===== config.mk =====
export PLATFORM = sky130hd
export DESIGN_NAME = lfc_config_regs
export DESIGN_NICKNAME = d
export VERILOG_FILES = /design/src/inc/lfc_pkg.sv /design/src/logic/lfc_config_regs.sv /design/src/logic/lfc_fault_flags.sv /design/src/logic/lfc_trip_qualify.sv
export SDC_FILE = /design/constraint.sdc
export NUM_CORES = 1
export LEC_CHECK = 0
export BUFFER_PORTS_ARGS = -buffer_cell sky130_fd_sc_hd__buf_2
export CORE_MARGIN = 5
export CORE_UTILIZATION = 51
export DETAILED_ROUTE_END_ITERATION = 10
export PLACE_DENSITY = 0.71
export SYNTH_ARGS = -nofsm -noshare
export SYNTH_HDL_FRONTEND = slang
export SYNTH_SLANG_ARGS = --single-unit

===== constraint.sdc =====
create_clock -name clk_sys -period 4.3 [get_ports clk_sys]
set_input_delay 0.86 -clock clk_sys [delete_from_list [all_inputs] [get_ports clk_sys]]
set_output_delay 0.86 -clock clk_sys [all_outputs]
set_load 0.05 [all_outputs]

===== src/inc/lfc_pkg.sv =====
// Shared constants and types for the flash driver configuration registers
package lfc_pkg;

	// Register addresses on the serial register port
	localparam logic [7:0] ADDR_SUPPLY_MON = 8'h80;
	localparam logic [7:0] ADDR_LAST_FLASH = 8'h81;
	localparam logic [7:0] ADDR_TORCH = 8'ha0;
	localparam logic [7:0] ADDR_FLASH = 8'hb0;
	localparam logic [7:0] ADDR_FLAGS = 8'hd0;

	// Supply monitor register fields
	localparam int SM_EN_BIT = 0;
	localparam int SM_TH_LSB = 1;
	localparam int SM_FEN_BIT = 3;
	localparam int SM_FTH_LSB = 4;
	localparam int TH_W = 2;
	localparam logic [7:0] SUPPLY_MON_MASK = 8'h3f;
	localparam logic [7:0] SUPPLY_MON_RST = 8'h00;

	// Torch register fields
	localparam int TORCH_W = 3;
	localparam int TORCH1_LSB = 0;
	localparam int TORCH2_LSB = 3;
	localparam logic [2:0] TORCH_CODE_RST = 3'h2;

	// Flash register fields, shared by the capture register
	localparam int FLASH_W = 4;
	localparam int FLASH1_LSB = 0;
	localparam int FLASH2_LSB = 4;
	localparam logic [3:0] FLASH_CODE_RST = 4'hd;
	localparam logic [7:0] LAST_FLASH_RST = 8'h00;
	localparam logic [7:0] RDATA_ZERO = 8'h00;

	// Fault flag positions inside the flag vector
	localparam int FLAG_NTC = 0;
	localparam int FLAG_VMON = 1;
	localparam int FLAG_VFLASH = 2;
	localparam int NUM_FLAGS = 3;

	// Timing: clock rate and documented delays
	localparam int CLK_MHZ = 200;
	localparam int TRIP_DELAY_US = 250;
	localparam int DEGLITCH_US = 8;
	localparam int TRIP_DELAY_CYC = TRIP_DELAY_US * CLK_MHZ;
	localparam int DEGLITCH_CYC = DEGLITCH_US * CLK_MHZ;

	// Trip qualifier states
	typedef enum logic [1:0] {QS_IDLE, QS_COUNT, QS_HELD} lfc_qual_state_t;

endpackage


===== src/logic/lfc_config_regs.sv =====
// Supply monitor, capture and LED current registers of the flash driver
//
// What this block does
// - Supply register bits 2:1 pick monitor threshold 2.9/3.0/3.1/3.2 V.
// - Flash-time monitor runs only while supply register bit 3 is set.
// - Bits 5:4 pick flash-time threshold, same coding; bits 7:6 unused.
// - Read-only capture register: LED1 flash code low nibble, LED2 high.
// - Thermistor trip in thermistor mode loads the capture register.
// - Supply monitor trip while enabled loads the capture register.
// - Flash-time monitor trip while enabled loads the capture register.
// - Capture is written in the same cycle its fault flag is set.
// - Thermistor and supply monitor trips act 250 us after crossing.
// - Flash-time monitor acts only after 8 us continuously below.
// - LED1 torch code is torch register bits 2:0, 31.25 mA steps.
// - LED2 torch code is torch register bits 5:3; bits 7:6 unused.
// - LED1 flash code is flash register bits 3:0, 62.5 mA steps.
// - LED2 flash code is flash register bits 7:4, same steps.
// - Both flash codes reset to 1101, 875 mA each.
// - Reading the flags register clears all fault flags not set in the same cycle.
`timescale 1ns/1ps
module lfc_config_regs #(
	parameter int TRIP_DELAY_CYC = lfc_pkg::TRIP_DELAY_CYC,
	parameter int DEGLITCH_CYC = lfc_pkg::DEGLITCH_CYC,
	parameter int CNT_W = 16
) (
	input wire logic clk_sys,
	input wire logic rst_n,
	// Register port from the serial interface decoder
	input wire logic [7:0] reg_addr,
	input wire logic [7:0] reg_wdata,
	input wire logic reg_wr,
	input wire logic reg_rd,
	output logic [7:0] reg_rdata,
	output logic reg_rd_ack,
	output logic reg_hit,
	// Comparator levels and mode inputs
	input wire logic thermistor_sense_pin,
	input wire logic ntc_mode_en,
	input wire logic supply_below_mon,
	input wire logic supply_below_flash,
	// Monitor controls toward the analog side
	output logic supply_mon_en,
	output logic [1:0] supply_monitor_level,
	output logic flash_mon_en,
	output logic [1:0] flash_monitor_level,
	// LED current codes
	output logic [2:0] led1_torch_code,
	output logic [2:0] led2_torch_code,
	output logic [3:0] led1_flash_code,
	output logic [3:0] led2_flash_code,
	// Capture register and fault flags toward the flags register
	output logic [7:0] last_flash_capture,
	output logic [2:0] fault_flags,
	output logic flag_write
);
	logic [7:0] supply_monitor_config_reg;
	logic [5:0] torch_current_select_reg;
	logic [7:0] flash_current_select_reg;
	logic [7:0] last_flash_capture_reg;
	logic [7:0] rdata_reg;
	logic [7:0] rdata_next;
	logic hit_reg;
	logic hit_next;
	logic ack_reg;
	logic [2:0] trip_set;
	logic trip_any;
	logic flags_clr;
	logic flag_write_reg;
	logic ntc_arm;
	logic vmon_arm;
	logic vflash_arm;
	logic wr_supply;
	logic wr_torch;
	logic wr_flash;

	// Refuse parameter values the qualifier counters cannot serve
	initial begin
		if (TRIP_DELAY_CYC < 1 || TRIP_DELAY_CYC > (2 ** CNT_W)) begin
			$error("lfc_config_regs: TRIP_DELAY_CYC out of range");
		end
		if (DEGLITCH_CYC < 1 || DEGLITCH_CYC > (2 ** CNT_W)) begin
			$error("lfc_config_regs: DEGLITCH_CYC out of range");
		end
	end

	// Write decode; the capture address has no write strobe at all
	assign wr_supply = reg_wr && (reg_addr == lfc_pkg::ADDR_SUPPLY_MON);
	assign wr_torch = reg_wr && (reg_addr == lfc_pkg::ADDR_TORCH);
	assign wr_flash = reg_wr && (reg_addr == lfc_pkg::ADDR_FLASH);

	// Supply monitor configuration; unused top bits are never stored
	always_ff @(posedge clk_sys or negedge rst_n) begin
		if (!rst_n) begin
			supply_monitor_config_reg <= lfc_pkg::SUPPLY_MON_RST;
		end else if (wr_supply) begin
			supply_monitor_config_reg <= reg_wdata & lfc_pkg::SUPPLY_MON_MASK;
		end
	end

	// Torch currents, two three-bit codes
	always_ff @(posedge clk_sys or negedge rst_n) begin
		if (!rst_n) begin
			torch_current_select_reg <= {lfc_pkg::TORCH_CODE_RST, lfc_pkg::TORCH_CODE_RST};
		end else if (wr_torch) begin
			torch_current_select_reg <= reg_wdata[5:0];
		end
	end

	// Flash currents, both fields come up at 875 mA
	always_ff @(posedge clk_sys or negedge rst_n) begin
		if (!rst_n) begin
			flash_current_select_reg <= {lfc_pkg::FLASH_CODE_RST, lfc_pkg::FLASH_CODE_RST};
		end else if (wr_flash) begin
			flash_current_select_reg <= reg_wdata;
		end
	end

	// Monitor enables and threshold codes to the comparators
	assign supply_mon_en = supply_monitor_config_reg[lfc_pkg::SM_EN_BIT];
	assign supply_monitor_level =
		supply_monitor_config_reg[lfc_pkg::SM_TH_LSB +: lfc_pkg::TH_W];
	assign flash_mon_en = supply_monitor_config_reg[lfc_pkg::SM_FEN_BIT];
	assign flash_monitor_level =
		supply_monitor_config_reg[lfc_pkg::SM_FTH_LSB +: lfc_pkg::TH_W];

	// LED current codes straight from their fields
	assign led1_torch_code =
		torch_current_select_reg[lfc_pkg::TORCH1_LSB +: lfc_pkg::TORCH_W];
	assign led2_torch_code =
		torch_current_select_reg[lfc_pkg::TORCH2_LSB +: lfc_pkg::TORCH_W];
	assign led1_flash_code =
		flash_current_select_reg[lfc_pkg::FLASH1_LSB +: lfc_pkg::FLASH_W];
	assign led2_flash_code =
		flash_current_select_reg[lfc_pkg::FLASH2_LSB +: lfc_pkg::FLASH_W];

	// Each source is armed only by its own mode bit; disarming restarts the count
	assign ntc_arm = ntc_mode_en;
	assign vmon_arm = supply_mon_en;
	assign vflash_arm = flash_mon_en;

	// Thermistor trip, delayed like the supply monitor
	lfc_trip_qualify #(
		.CNT_W(CNT_W),
		.HOLD_CYC(TRIP_DELAY_CYC)
	) u_ntc_qual (
		.clk_sys(clk_sys),
		.rst_n(rst_n),
		.arm(ntc_arm),
		.below(thermistor_sense_pin),
		.trip(trip_set[lfc_pkg::FLAG_NTC])
	);

	// Plain supply monitor trip
	lfc_trip_qualify #(
		.CNT_W(CNT_W),
		.HOLD_CYC(TRIP_DELAY_CYC)
	) u_vmon_qual (
		.clk_sys(clk_sys),
		.rst_n(rst_n),
		.arm(vmon_arm),
		.below(supply_below_mon),
		.trip(trip_set[lfc_pkg::FLAG_VMON])
	);

	// Flash-time monitor; short deglitch so brief droops are ignored
	lfc_trip_qualify #(
		.CNT_W(CNT_W),
		.HOLD_CYC(DEGLITCH_CYC)
	) u_vflash_qual (
		.clk_sys(clk_sys),
		.rst_n(rst_n),
		.arm(vflash_arm),
		.below(supply_below_flash),
		.trip(trip_set[lfc_pkg::FLAG_VFLASH])
	);

	assign trip_any = |trip_set;

	// A read of the flags address empties every fault flag not set in the same cycle
	assign flags_clr = reg_rd && (reg_addr == lfc_pkg::ADDR_FLAGS);

	lfc_fault_flags #(
		.N(lfc_pkg::NUM_FLAGS)
	) u_flags (
		.clk_sys(clk_sys),
		.rst_n(rst_n),
		.set(trip_set),
		.clr(flags_clr),
		.flags(fault_flags)
	);

	// Capture rides the same pulse as the flag set, so both land together;
	// nothing else, host writes included, can touch it
	always_ff @(posedge clk_sys or negedge rst_n) begin
		if (!rst_n) begin
			last_flash_capture_reg <= lfc_pkg::LAST_FLASH_RST;
		end else if (trip_any) begin
			last_flash_capture_reg <= flash_current_select_reg;
		end
	end

	assign last_flash_capture = last_flash_capture_reg;

	// Flag-write event to the flags register logic, aligned with the update
	always_ff @(posedge clk_sys or negedge rst_n) begin
		if (!rst_n) begin
			flag_write_reg <= 1'b0;
		end else begin
			flag_write_reg <= trip_any;
		end
	end

	assign flag_write = flag_write_reg;

	// Read mux; unmapped addresses, the flags address included, answer zero
	always_comb begin
		rdata_next = lfc_pkg::RDATA_ZERO;
		hit_next = 1'b1;
		case (reg_addr)
			lfc_pkg::ADDR_SUPPLY_MON: begin
				rdata_next = supply_monitor_config_reg;
			end
			lfc_pkg::ADDR_LAST_FLASH: begin
				rdata_next = last_flash_capture_reg;
			end
			lfc_pkg::ADDR_TORCH: begin
				rdata_next = {2'h0, torch_current_select_reg};
			end
			lfc_pkg::ADDR_FLASH: begin
				rdata_next = flash_current_select_reg;
			end
			default: begin
				hit_next = 1'b0;
			end
		endcase
	end

	// Read data registered one cycle after the strobe, held until next read
	always_ff @(posedge clk_sys or negedge rst_n) begin
		if (!rst_n) begin
			rdata_reg <= lfc_pkg::RDATA_ZERO;
			hit_reg <= 1'b0;
		end else if (reg_rd) begin
			rdata_reg <= rdata_next;
			hit_reg <= hit_next;
		end
	end

	// Read acknowledge pulse
	always_ff @(posedge clk_sys or negedge rst_n) begin
		if (!rst_n) begin
			ack_reg <= 1'b0;
		end else begin
			ack_reg <= reg_rd;
		end
	end

	assign reg_rdata = rdata_reg;
	assign reg_hit = hit_reg;
	assign reg_rd_ack = ack_reg;
endmodule


===== src/logic/lfc_fault_flags.sv =====
// Sticky fault flags, cleared together by a read of the flags register
`timescale 1ns/1ps
module lfc_fault_flags #(
	parameter int N = 3
) (
	input wire logic clk_sys,
	input wire logic rst_n,
	input wire logic [N-1:0] set,
	input wire logic clr,
	output logic [N-1:0] flags
);
	initial begin
		if (N < 1) begin
			$error("lfc_fault_flags: N must be positive");
		end
	end

	// Set beats clear so a trip landing on the read is not lost
	for (genvar i = 0; i < N; i++) begin : g_flag
		always_ff @(posedge clk_sys or negedge rst_n) begin
			if (!rst_n) begin
				flags[i] <= 1'b0;
			end else if (set[i]) begin
				flags[i] <= 1'b1;
			end else if (clr) begin
				flags[i] <= 1'b0;
			end
		end
	end
endmodule


===== src/logic/lfc_trip_qualify.sv =====
// Comparator trip qualifier: fires once after the input stays low long enough
`timescale 1ns/1ps
module lfc_trip_qualify #(
	parameter int CNT_W = 16,
	parameter int HOLD_CYC = 1600
) (
	input wire logic clk_sys,
	input wire logic rst_n,
	input wire logic arm,
	input wire logic below,
	output logic trip
);
	lfc_pkg::lfc_qual_state_t state_reg;
	logic [CNT_W-1:0] cnt_reg;

	// Refuse counts the counter cannot hold
	initial begin
		if (HOLD_CYC < 1 || HOLD_CYC > (2 ** CNT_W)) begin
			$error("lfc_trip_qualify: HOLD_CYC out of range");
		end
	end

	// Count while low; one pulse at the end, then wait for recovery so a
	// long brown-out does not keep reloading the capture register
	always_ff @(posedge clk_sys or negedge rst_n) begin
		if (!rst_n) begin
			state_reg <= lfc_pkg::QS_IDLE;
			cnt_reg <= '0;
			trip <= 1'b0;
		end else begin
			trip <= 1'b0;
			case (state_reg)
				lfc_pkg::QS_IDLE: begin
					cnt_reg <= '0;
					if (arm && below) begin
						state_reg <= lfc_pkg::QS_COUNT;
					end
				end
				lfc_pkg::QS_COUNT: begin
					if (!arm || !below) begin
						state_reg <= lfc_pkg::QS_IDLE;
					end else if (cnt_reg == CNT_W'(HOLD_CYC - 1)) begin
						trip <= 1'b1;
						state_reg <= lfc_pkg::QS_HELD;
					end else begin
						cnt_reg <= cnt_reg + 1'b1;
					end
				end
				lfc_pkg::QS_HELD: begin
					if (!arm || !below) begin
						state_reg <= lfc_pkg::QS_IDLE;
					end
				end
				default: begin
					state_reg <= lfc_pkg::QS_IDLE;
				end
			endcase
		end
	end
endmodule


# == After elaboration in Yosys (flattened, before gate mapping) ==
# Index checks and enable logic that the tools add are counted.
# W data, S select, Z words.
# op_classes
n_addsub,3
n_mux,39
reduce_logical,33
n_eq_ne,29
# op_table
op,count
$mux W16,6
$pmux W16 S2,3
$add A16 B1 Y16 const B,3
$eq A8 B8 Y1 const B,5
$eq A16 B16 Y1 const B,2
$pmux W8 S4,1
$mux W2,12
$pmux W2 S3,3
$reduce_and A3 Y1,6
$eq A16 B11 Y1 const B,1
$mux W1,14
$ne A2 B1 Y1 const B,6
$ne A2 B2 Y1 const B,6
$reduce_bool A2 Y1,6
$ne A3 B1 Y1 const B,3
$logic_and A1 B1 Y1,7
$eq A2 B1 Y1 const B,3
$eq A2 B2 Y1 const B,3
$logic_not A1 Y1,6
$logic_not A2 Y1,3
$reduce_or A4 Y1,1
$logic_or A1 B1 Y1,3
$reduce_or A3 Y1,1
# totals
register_bits,99
wordCells,124
output_inout_bits,42

# == Longest topological paths before layout ==
# Gate-level depths: netlist (run 1).
# logic_depth
word_depth,4
mapped_depth,6
depth_no_buf,5

# == Modules after synthesis ==
# Synthesis (run 1) repeated with hierarchy kept, for this count alone.
# hier_totals
hier_cells,449
hier_area_um2,4968.5
# modules_own_cells
module,n_inst,area_each_um2,cells_per_inst
lfc_trip_qualify at u_ntc_qual ...,2,1006.0,102
lfc_config_regs,1,1815.5,132
lfc_trip_qualify at u_vflash_qual,1,1039.7,106
lfc_fault_flags,1,101.3,7

# == Worst setup path after synthesis (run 1) ==
# Ideal clock, no wire load.
# synth_path
path_kind,input port to flip-flop
from,input port reg_addr[1]
to,register supply_monitor_config_reg[0]
arrival_time_ns,2.399
path_slack_ns,1.776
setup_ns,0.125
path_stages,4
required_time_ns,4.175
cell_sequence,or4b_2 > nor4b_1 > nand2_1 > mux2_2
# synth_between
elab_chain_len,2
# synth_lines
element,line_no,rtl
from (decl),lfc_config_regs.sv:29,"input wire logic [7:0] reg_addr,"
$eq A8 B8 Y1,lfc_config_regs.sv:87,assign wr_supply = reg_wr && (reg_addr == lfc_pkg::ADDR_SUPPLY_MON);
$logic_and A1 B1 Y1,lfc_config_regs.sv:87,
to (signal assigned),lfc_config_regs.sv:94,supply_monitor_config_reg <= lfc_pkg::SUPPLY_MON_RST;
to (signal assigned),lfc_config_regs.sv:96,supply_monitor_config_reg <= reg_wdata & lfc_pkg::SUPPLY_MON_MASK;
to (decl),lfc_config_regs.sv:56,logic [7:0] supply_monitor_config_reg;
# Every way passes these cells.
# A chain may end at the register's enable or synchronous reset.

# == Worst setup path after layout (run 1) ==
# layout_path
from,register u_vflash_qual.cnt_reg[13]
to,register u_vflash_qual.cnt_reg[2]
# layout_between
elab_chain_len,3
# layout_lines
element,line_no,rtl
from (decl),lfc_trip_qualify.sv:14,logic [CNT_W-1:0] cnt_reg;
from (signal assigned),lfc_trip_qualify.sv:46,cnt_reg <= cnt_reg + 1'b1;
$eq A16 B11 Y1,lfc_trip_qualify.sv:42,end else if (cnt_reg == CNT_W'(HOLD_CYC - 1)) begin
$ne A2 B2 Y1 (no source line),-,
$reduce_and A3 Y1 (no source line),-,
# Every way passes these cells.

==> flow_metrics.tcl, run 1 <==
set metrics [dict create \
    outcome "complete, no violations" \
    syn_to_final_growth_pct 11.55 \
    ys_seq_area_share_pct 47.55 \
    power_switching_uw 432.9 \
    io_pins 66 \
    startpoint_type "flop" \
    grt-ovfl-total 0 \
    synthCells 522 \
    syn_area_mm2 0.005231 \
    firstDrtPassIters 4 \
    crit_required_ns 4.57 \
    worst_slew_pin_slew_ns 1.037 \
    period_minus_slack_ns 2.477 \
    wl_per_cell_um 16.77 \
    r2r_start "u_vflash_qual.cnt_reg[13]" \
    maxUsedRoutingLayer "met4" \
    cts_buffers 9 \
    p_seq_share_pct 57.1 \
    hp-class "reg2reg" \
    dieArea_mm2 0.01238 \
    htree_num_levels 3 \
    crit_type "reg2reg" \
    first_global_vias 4148 \
    endpoint_kind "flop" \
    synth-async-reset-ratio_pct 100.0 \
    setup_violations 0 \
    achievable-frequency_mhz 403.7 \
    grt_antenna_before_repair 0 \
    synth_largest_area_cell "dfrtp_1" \
    swShare_pct 25.70 \
    hold_end "u_flags.flags[0]" \
    tns_ns 0 \
    avgSynthCellArea_um2 10.02 \
    postPlaceCellArea_mm2 0.005648 \
    p_int_uw 1252 \
    grt_first_pass_wirelength_um 20270 \
    irDropWorstVdd_mv 0.1359 \
    fin_crit_sh_pct 57.61 \
    final_cell_mix "dfrtp_1, buf_2, nand2_1" \
    synthTopCellsByArea "dfrtp_1, mux2_2, nand2_1, dfstp_2, nand3_1" \
    powerDensity_mw_per_mm2 288.7 \
    yosysWarnings 0 \
    clockBufferDepth 2 \
    slew_violations 0 \
    viasPerCell 6.059 \
    leakagePower_uw 0.002680 \
    wl_um 12010 \
    antennaDiodeCount 0 \
    grtUsageTotal_pct 19.59 \
    clkPwrFrac_pct 35.7 \
    wl_met3_um 501 \
    ys_types 56 \
    dieHeight_um 111.3 \
    route.met2.wl_um 5909 \
    drtIter0Drc 308 \
    fin_nets 602 \
    r2r_end "u_vflash_qual.cnt_reg[2]" \
    postCtsSetupBuffers 0 \
    reg2regPathDepth 4 \
    num_vias 4338 \
    finalWeightedCongestion 0.8659 \
    combPwrFrac_pct 7.2 \
    worst_skew_pair.late_latency_ns 0.37 \
    ys_ff_latch 99 \
    drc 0 \
    mostFrequentLayoutCell "dfrtp_1" \
    drv_cap 0 \
    clkSinkCount 99 \
    min-delay-start "u_ntc_qual.trip" \
    final_layout_size_suffix_gt1_share_pct 21.90 \
    antenna_left 0 \
    yosysTopAreaCellShare_pct 43.53 \
    die_w_um 111.3 \
    min_path_cells 1 \
    cts_resized 0 \
    final_cell_area_mm2 0.005836 \
    tritoncts "yes" \
    synth_enable_flop_cells 0 \
    rsz0062_at_grt "false" \
    fin_skew_ns 0.01376 \
    port_buffers 65 \
    start_util_pct 51.36 \
    place.detailed.hpwl_um 8310 \
    fillers 913 \
    rows 37 \
    slowest_stage "nor4_1" \
    relSlewSlack_pct 30.26 \
    arrival_ns 2.74 \
    r2r_slack_ns 1.82 \
    syn_nets 549 \
    synth_ff_type "dfrtp_1" \
    core-area_mm2 0.01018 \
    cts_hold_buf 0 \
    cts_root_buf "clkbuf_8" \
    clkSlewWorstSetupHoldPaths_ns 0.10 \
    grt_max_degree 75 \
    cp_cell_sequence "or4_1 > nor4_1 > nor2_2 > a41o_1" \
    path_max_fanout 6 \
    hold_viol 0 \
    max_stage_delay_ns 0.89 \
    met1_length_um 5443 \
]
area by class of cell:
| cell class | count | area (um2) | area share (%) |
|---|---|---|---|
| inverter | 19 | 71.32 | 1.222 |
| clock inverter | 4 | 52.55 | 0.9005 |
| timing repair buffer | 67 | 342.8 | 5.875 |
| tap | 136 | 170.2 | 2.916 |
| multi-input combinational | 379 | 2576 | 44.15 |
| clock buffer | 12 | 135.1 | 2.316 |
| sequential | 99 | 2487 | 42.62 |
per-stage QoR:
| stage | instances | hold slack, ns | util [%] | total power, uW | worst slack, ns |
|---|---|---|---|---|---|
| finish | 716 | 0.4745 | 57.30 | 1684 | 1.823 |
| global route | 716 | 0.5062 | 57.30 | 1749 | 1.703 |
| CTS | 716 | 0.4798 | 57.30 | 1699 | 1.889 |
| detailed placement | 700 | 0.4508 | 55.45 | 1103 | 1.508 |
| global placement | 700 | 0.4377 | 55.45 | 1100 | 1.555 |
| floorplan | 522 | 0.4287 | - | 1047 | 1.776 |
how the worst max path moves through the flow:
stage                         startpoint                            to  depth (start not counted)
2_1_floorplan                reg_addr[1]  supply_monitor_config_reg[0]                          4
3_3_place_gp                 reg_addr[1]   torch_current_select_reg[3]                          5
3_5_place_dp                 reg_addr[1]   torch_current_select_reg[2]                          5
4_1_cts        u_vflash_qual.cnt_reg[13]      u_vflash_qual.cnt_reg[2]                          4
5_1_grt        u_vflash_qual.cnt_reg[11]      u_vflash_qual.cnt_reg[2]                          4
6_report       u_vflash_qual.cnt_reg[13]      u_vflash_qual.cnt_reg[2]                          4
kinds of logic after synthesis:
kind of cell,after synthesis,synth area share [%]
and+or+nand+nor,217,23.54
xor gates and xnor gates,13,2.177
AOI/OAI and AO/OA,108,14.78
DFF,99,47.55
adders and majority gates,3,0.7176
muxes,38,8.036
buffers and inverters,44,3.205
synth_stat cells, types with 6 or more instances:
cell / n
or4_1: 11
and3_1: 10
dfstp_2: 8
mux2i_1: 6
nor3_1: 8
xnor2_1: 7
a21oi_1: 14
nand2b_1: 6
a31oi_1: 6
o211ai_1: 11
nor4_1: 11
nor2b_1: 7
nand2_1: 63
inv_1: 19
nand4_1: 17
nand3_1: 27
a211o_1: 6
xor2_1: 6
a22o_1: 6
dfrtp_1: 91
a22oi_1: 8
o21ai_0: 17
nor2_1: 15
o22ai_1: 9
clkbuf_1: 23
mux2_2: 32
per-layer routing:
layer | vias up | track usage [%]
met5 | - | 0
met4 | 0 | 6.732
met3 | 15 | 2.948
met2 | 91 | 32.73
met1 | 2157 | 26.05
li1 | 2075 | -
power by group through the flow:
stage | sequential (uW) | clock [uW] | combinational, uW
finish | 962 | 601 | 122
global route | 964 | 651 | 133
CTS | 962 | 614 | 124
detailed placement | 980 | 0 | 123
global placement | 979 | 0 | 121
floorplan | 1010 | 0 | 38.8
critical path: cells and delay by family, from the launching register on:
family | cells | cell delay, ns
flops | 1 | 0.45
compound gates | 1 | 0.30
simple gates | 3 | 1.63
(Power assumes the default switching activity.)
==> inputs of run 2 (changes only) <==
==> constraint.sdc (replaced) <==
create_clock -name clk_sys -period 2.4 [get_ports clk_sys]
set_input_delay 0.48 -clock clk_sys [delete_from_list [all_inputs] [get_ports clk_sys]]
set_output_delay 0.48 -clock clk_sys [all_outputs]
set_load 0.05 [all_outputs]
==> run 2 against run 1 <==
  * Die area stayed put
  * Final area is 2.4% higher
  * Largest cell class unchanged
  * Sequential cell count stayed put
  * Wire length is 1.3% higher
==> flow_metrics.tcl, run 2 (synthesis gave the netlist of run 1 again) <==
set metrics [dict create \
    outcome "complete, no violations" \
    drv_cap 0 \
    num_vias 4346 \
    r2r_end "u_vmon_qual.cnt_reg[4]" \
    dieHeight_um 111.3 \
    io_pins 66 \
    port_buffers 65 \
    cts_buffers 9 \
    achievable-frequency_mhz 467.3 \
    grtUsageTotal_pct 20.02 \
    place.detailed.hpwl_um 8712 \
    rows 37 \
    power_uw 2942 \
    mostFrequentLayoutCell "dfrtp_1" \
    relSlewSlack_pct 60.32 \
    start_util_pct 51.36 \
    leakagePower_uw 0.002771 \
    fin_crit_sh_pct 89.17 \
    first_global_vias 4192 \
    cp_num_cells 4 \
    firstDrtPassIters 4 \
    grt-ovfl-total 0 \
    max_stage_delay_ns 0.72 \
    clkSlewWorstSetupHoldPaths_ns 0.10 \
    htree_num_levels 3 \
    r2r_start "u_vmon_qual.cnt_reg[4]" \
    core-area_mm2 0.01018 \
    cp_cell_sequence "or4b_2 > nor4_4 > o41ai_1 > a22o_1" \
    hold_viol 0 \
    clkSinkCount 99 \
    postCtsSetupBuffers 0 \
    wl_per_cell_um 16.57 \
    cts_hold_buf 0 \
    clockBufferDepth 2 \
    syn_to_final_growth_pct 14.23 \
    r2r_slack_ns 0.26 \
    slowest_stage "or4b_2" \
    tritoncts "yes" \
    viasPerCell 5.921 \
    path_buf_inv 0 \
    setup_violations 0 \
    cts_resized 0 \
    final_layout_size_suffix_gt1_share_pct 24.58 \
    hp-class "in2async" \
    crit_path_end "u_vmon_qual.cnt_reg[4]" \
    arrival_ns 2.42 \
    dieArea_mm2 0.01238 \
    crit_start "u_vmon_qual.cnt_reg[4]" \
    grt_antenna_before_repair 0 \
    fin_skew_ns 0.01504 \
    worst_slew_pin_slew_ns 0.5907 \
    endpoint_kind "flop" \
    startpoint_type "flop" \
    antennaDiodeCount 0 \
    wl_um 12160 \
    irDropWorstVdd_mv 0.3374 \
    slew_violations 0 \
    grt_first_pass_wirelength_um 20560 \
    grt_max_degree 44 \
    cts_root_buf "clkbuf_8" \
    pre_cts_slack_ns -0.006167 \
    drtIter0Drc 279 \
    worst_skew_pair.late_latency_ns 0.38 \
    crit_required_ns 2.68 \
    timing.final.ws_setup_ns 0.2599 \
    period_minus_slack_ns 2.140 \
    drc 0 \
    die_w_um 111.3 \
    rsz0062_at_grt "false" \
    antenna_left 0 \
    reg2regPathDepth 4 \
    final_cell_mix "dfrtp_1, buf_2, nand2_1" \
    crit_type "reg2reg" \
    fin_nets 620 \
    finalWeightedCongestion 0.8718 \
    path_max_fanout 10 \
    critical_path.top_delay_family "simple AND/OR/NAND/NOR gates" \
    powerDensity_mw_per_mm2 492.3 \
]
## run 2: layout make-up
type | count | area, um2
fillers | 894 | 4209
clock buffers | 11 | 141.4
flip-flops and latches | 99 | 2487
multi-input cells | 379 | 2576
inverters | 19 | 71.32
well taps | 136 | 170.2
clock inverters | 5 | 38.79
repair buffers | 85 | 490.5
## run 2: metrics by stage
step	hold slack, ns	util, %	instance area [um2]	cells	setup TNS [ns]
after floorplan	0.1844	-	5231	522	0
after global placement	0.4381	56.90	5796	718	0
after detailed placement	0.4481	56.90	5796	718	-0.01438
after CTS	0.06723	58.67	5976	734	0
after global routing	0.08287	58.67	5976	734	0
final	0.05667	58.67	5976	734	0
## run 2: worst min path at each step
| stage | cells after the start | end | from | slack (ns) |
|---|---|---|---|---|
| 6_report | 1 | u_vmon_qual.cnt_reg[14] | rst_n | 0.06 |
| 5_1_grt | 1 | u_vmon_qual.cnt_reg[14] | rst_n | 0.08 |
| 4_1_cts | 1 | u_vmon_qual.cnt_reg[12] | rst_n | 0.07 |
| 3_5_place_dp | 1 | u_flags.flags[0] | u_ntc_qual.trip | 0.45 |
| 3_3_place_gp | 1 | u_flags.flags[0] | u_ntc_qual.trip | 0.44 |
| 2_1_floorplan | 0 | flag_write | rst_n | 0.18 |
## run 2: power by group
part	internal, uW	switching, uW
Sequential	1690	25.1
Combinational	67.7	166
Clock	409	582
Total	2170	773
## run 2: layer usage
| metal | global-route usage (%) | part of all wire (%) | vias to the layer above |
|---|---|---|---|
| met4 | 5.028 | 1.2 | 0 |
| met5 | 0 | 0 | - |
| li1 | - | - | 2115 |
| met1 | 26.06 | 45 | 2143 |
| met2 | 32.89 | 50 | 78 |
| met3 | 5.895 | 3.9 | 10 |
## run 2: worst register-to-register path, cell delays in order, from the launching register on
cell and delay, ns:
dfrtp_1 0.45, or4b_2 0.72, nor4_4 0.55, o41ai_1 0.12
a22o_1 0.19
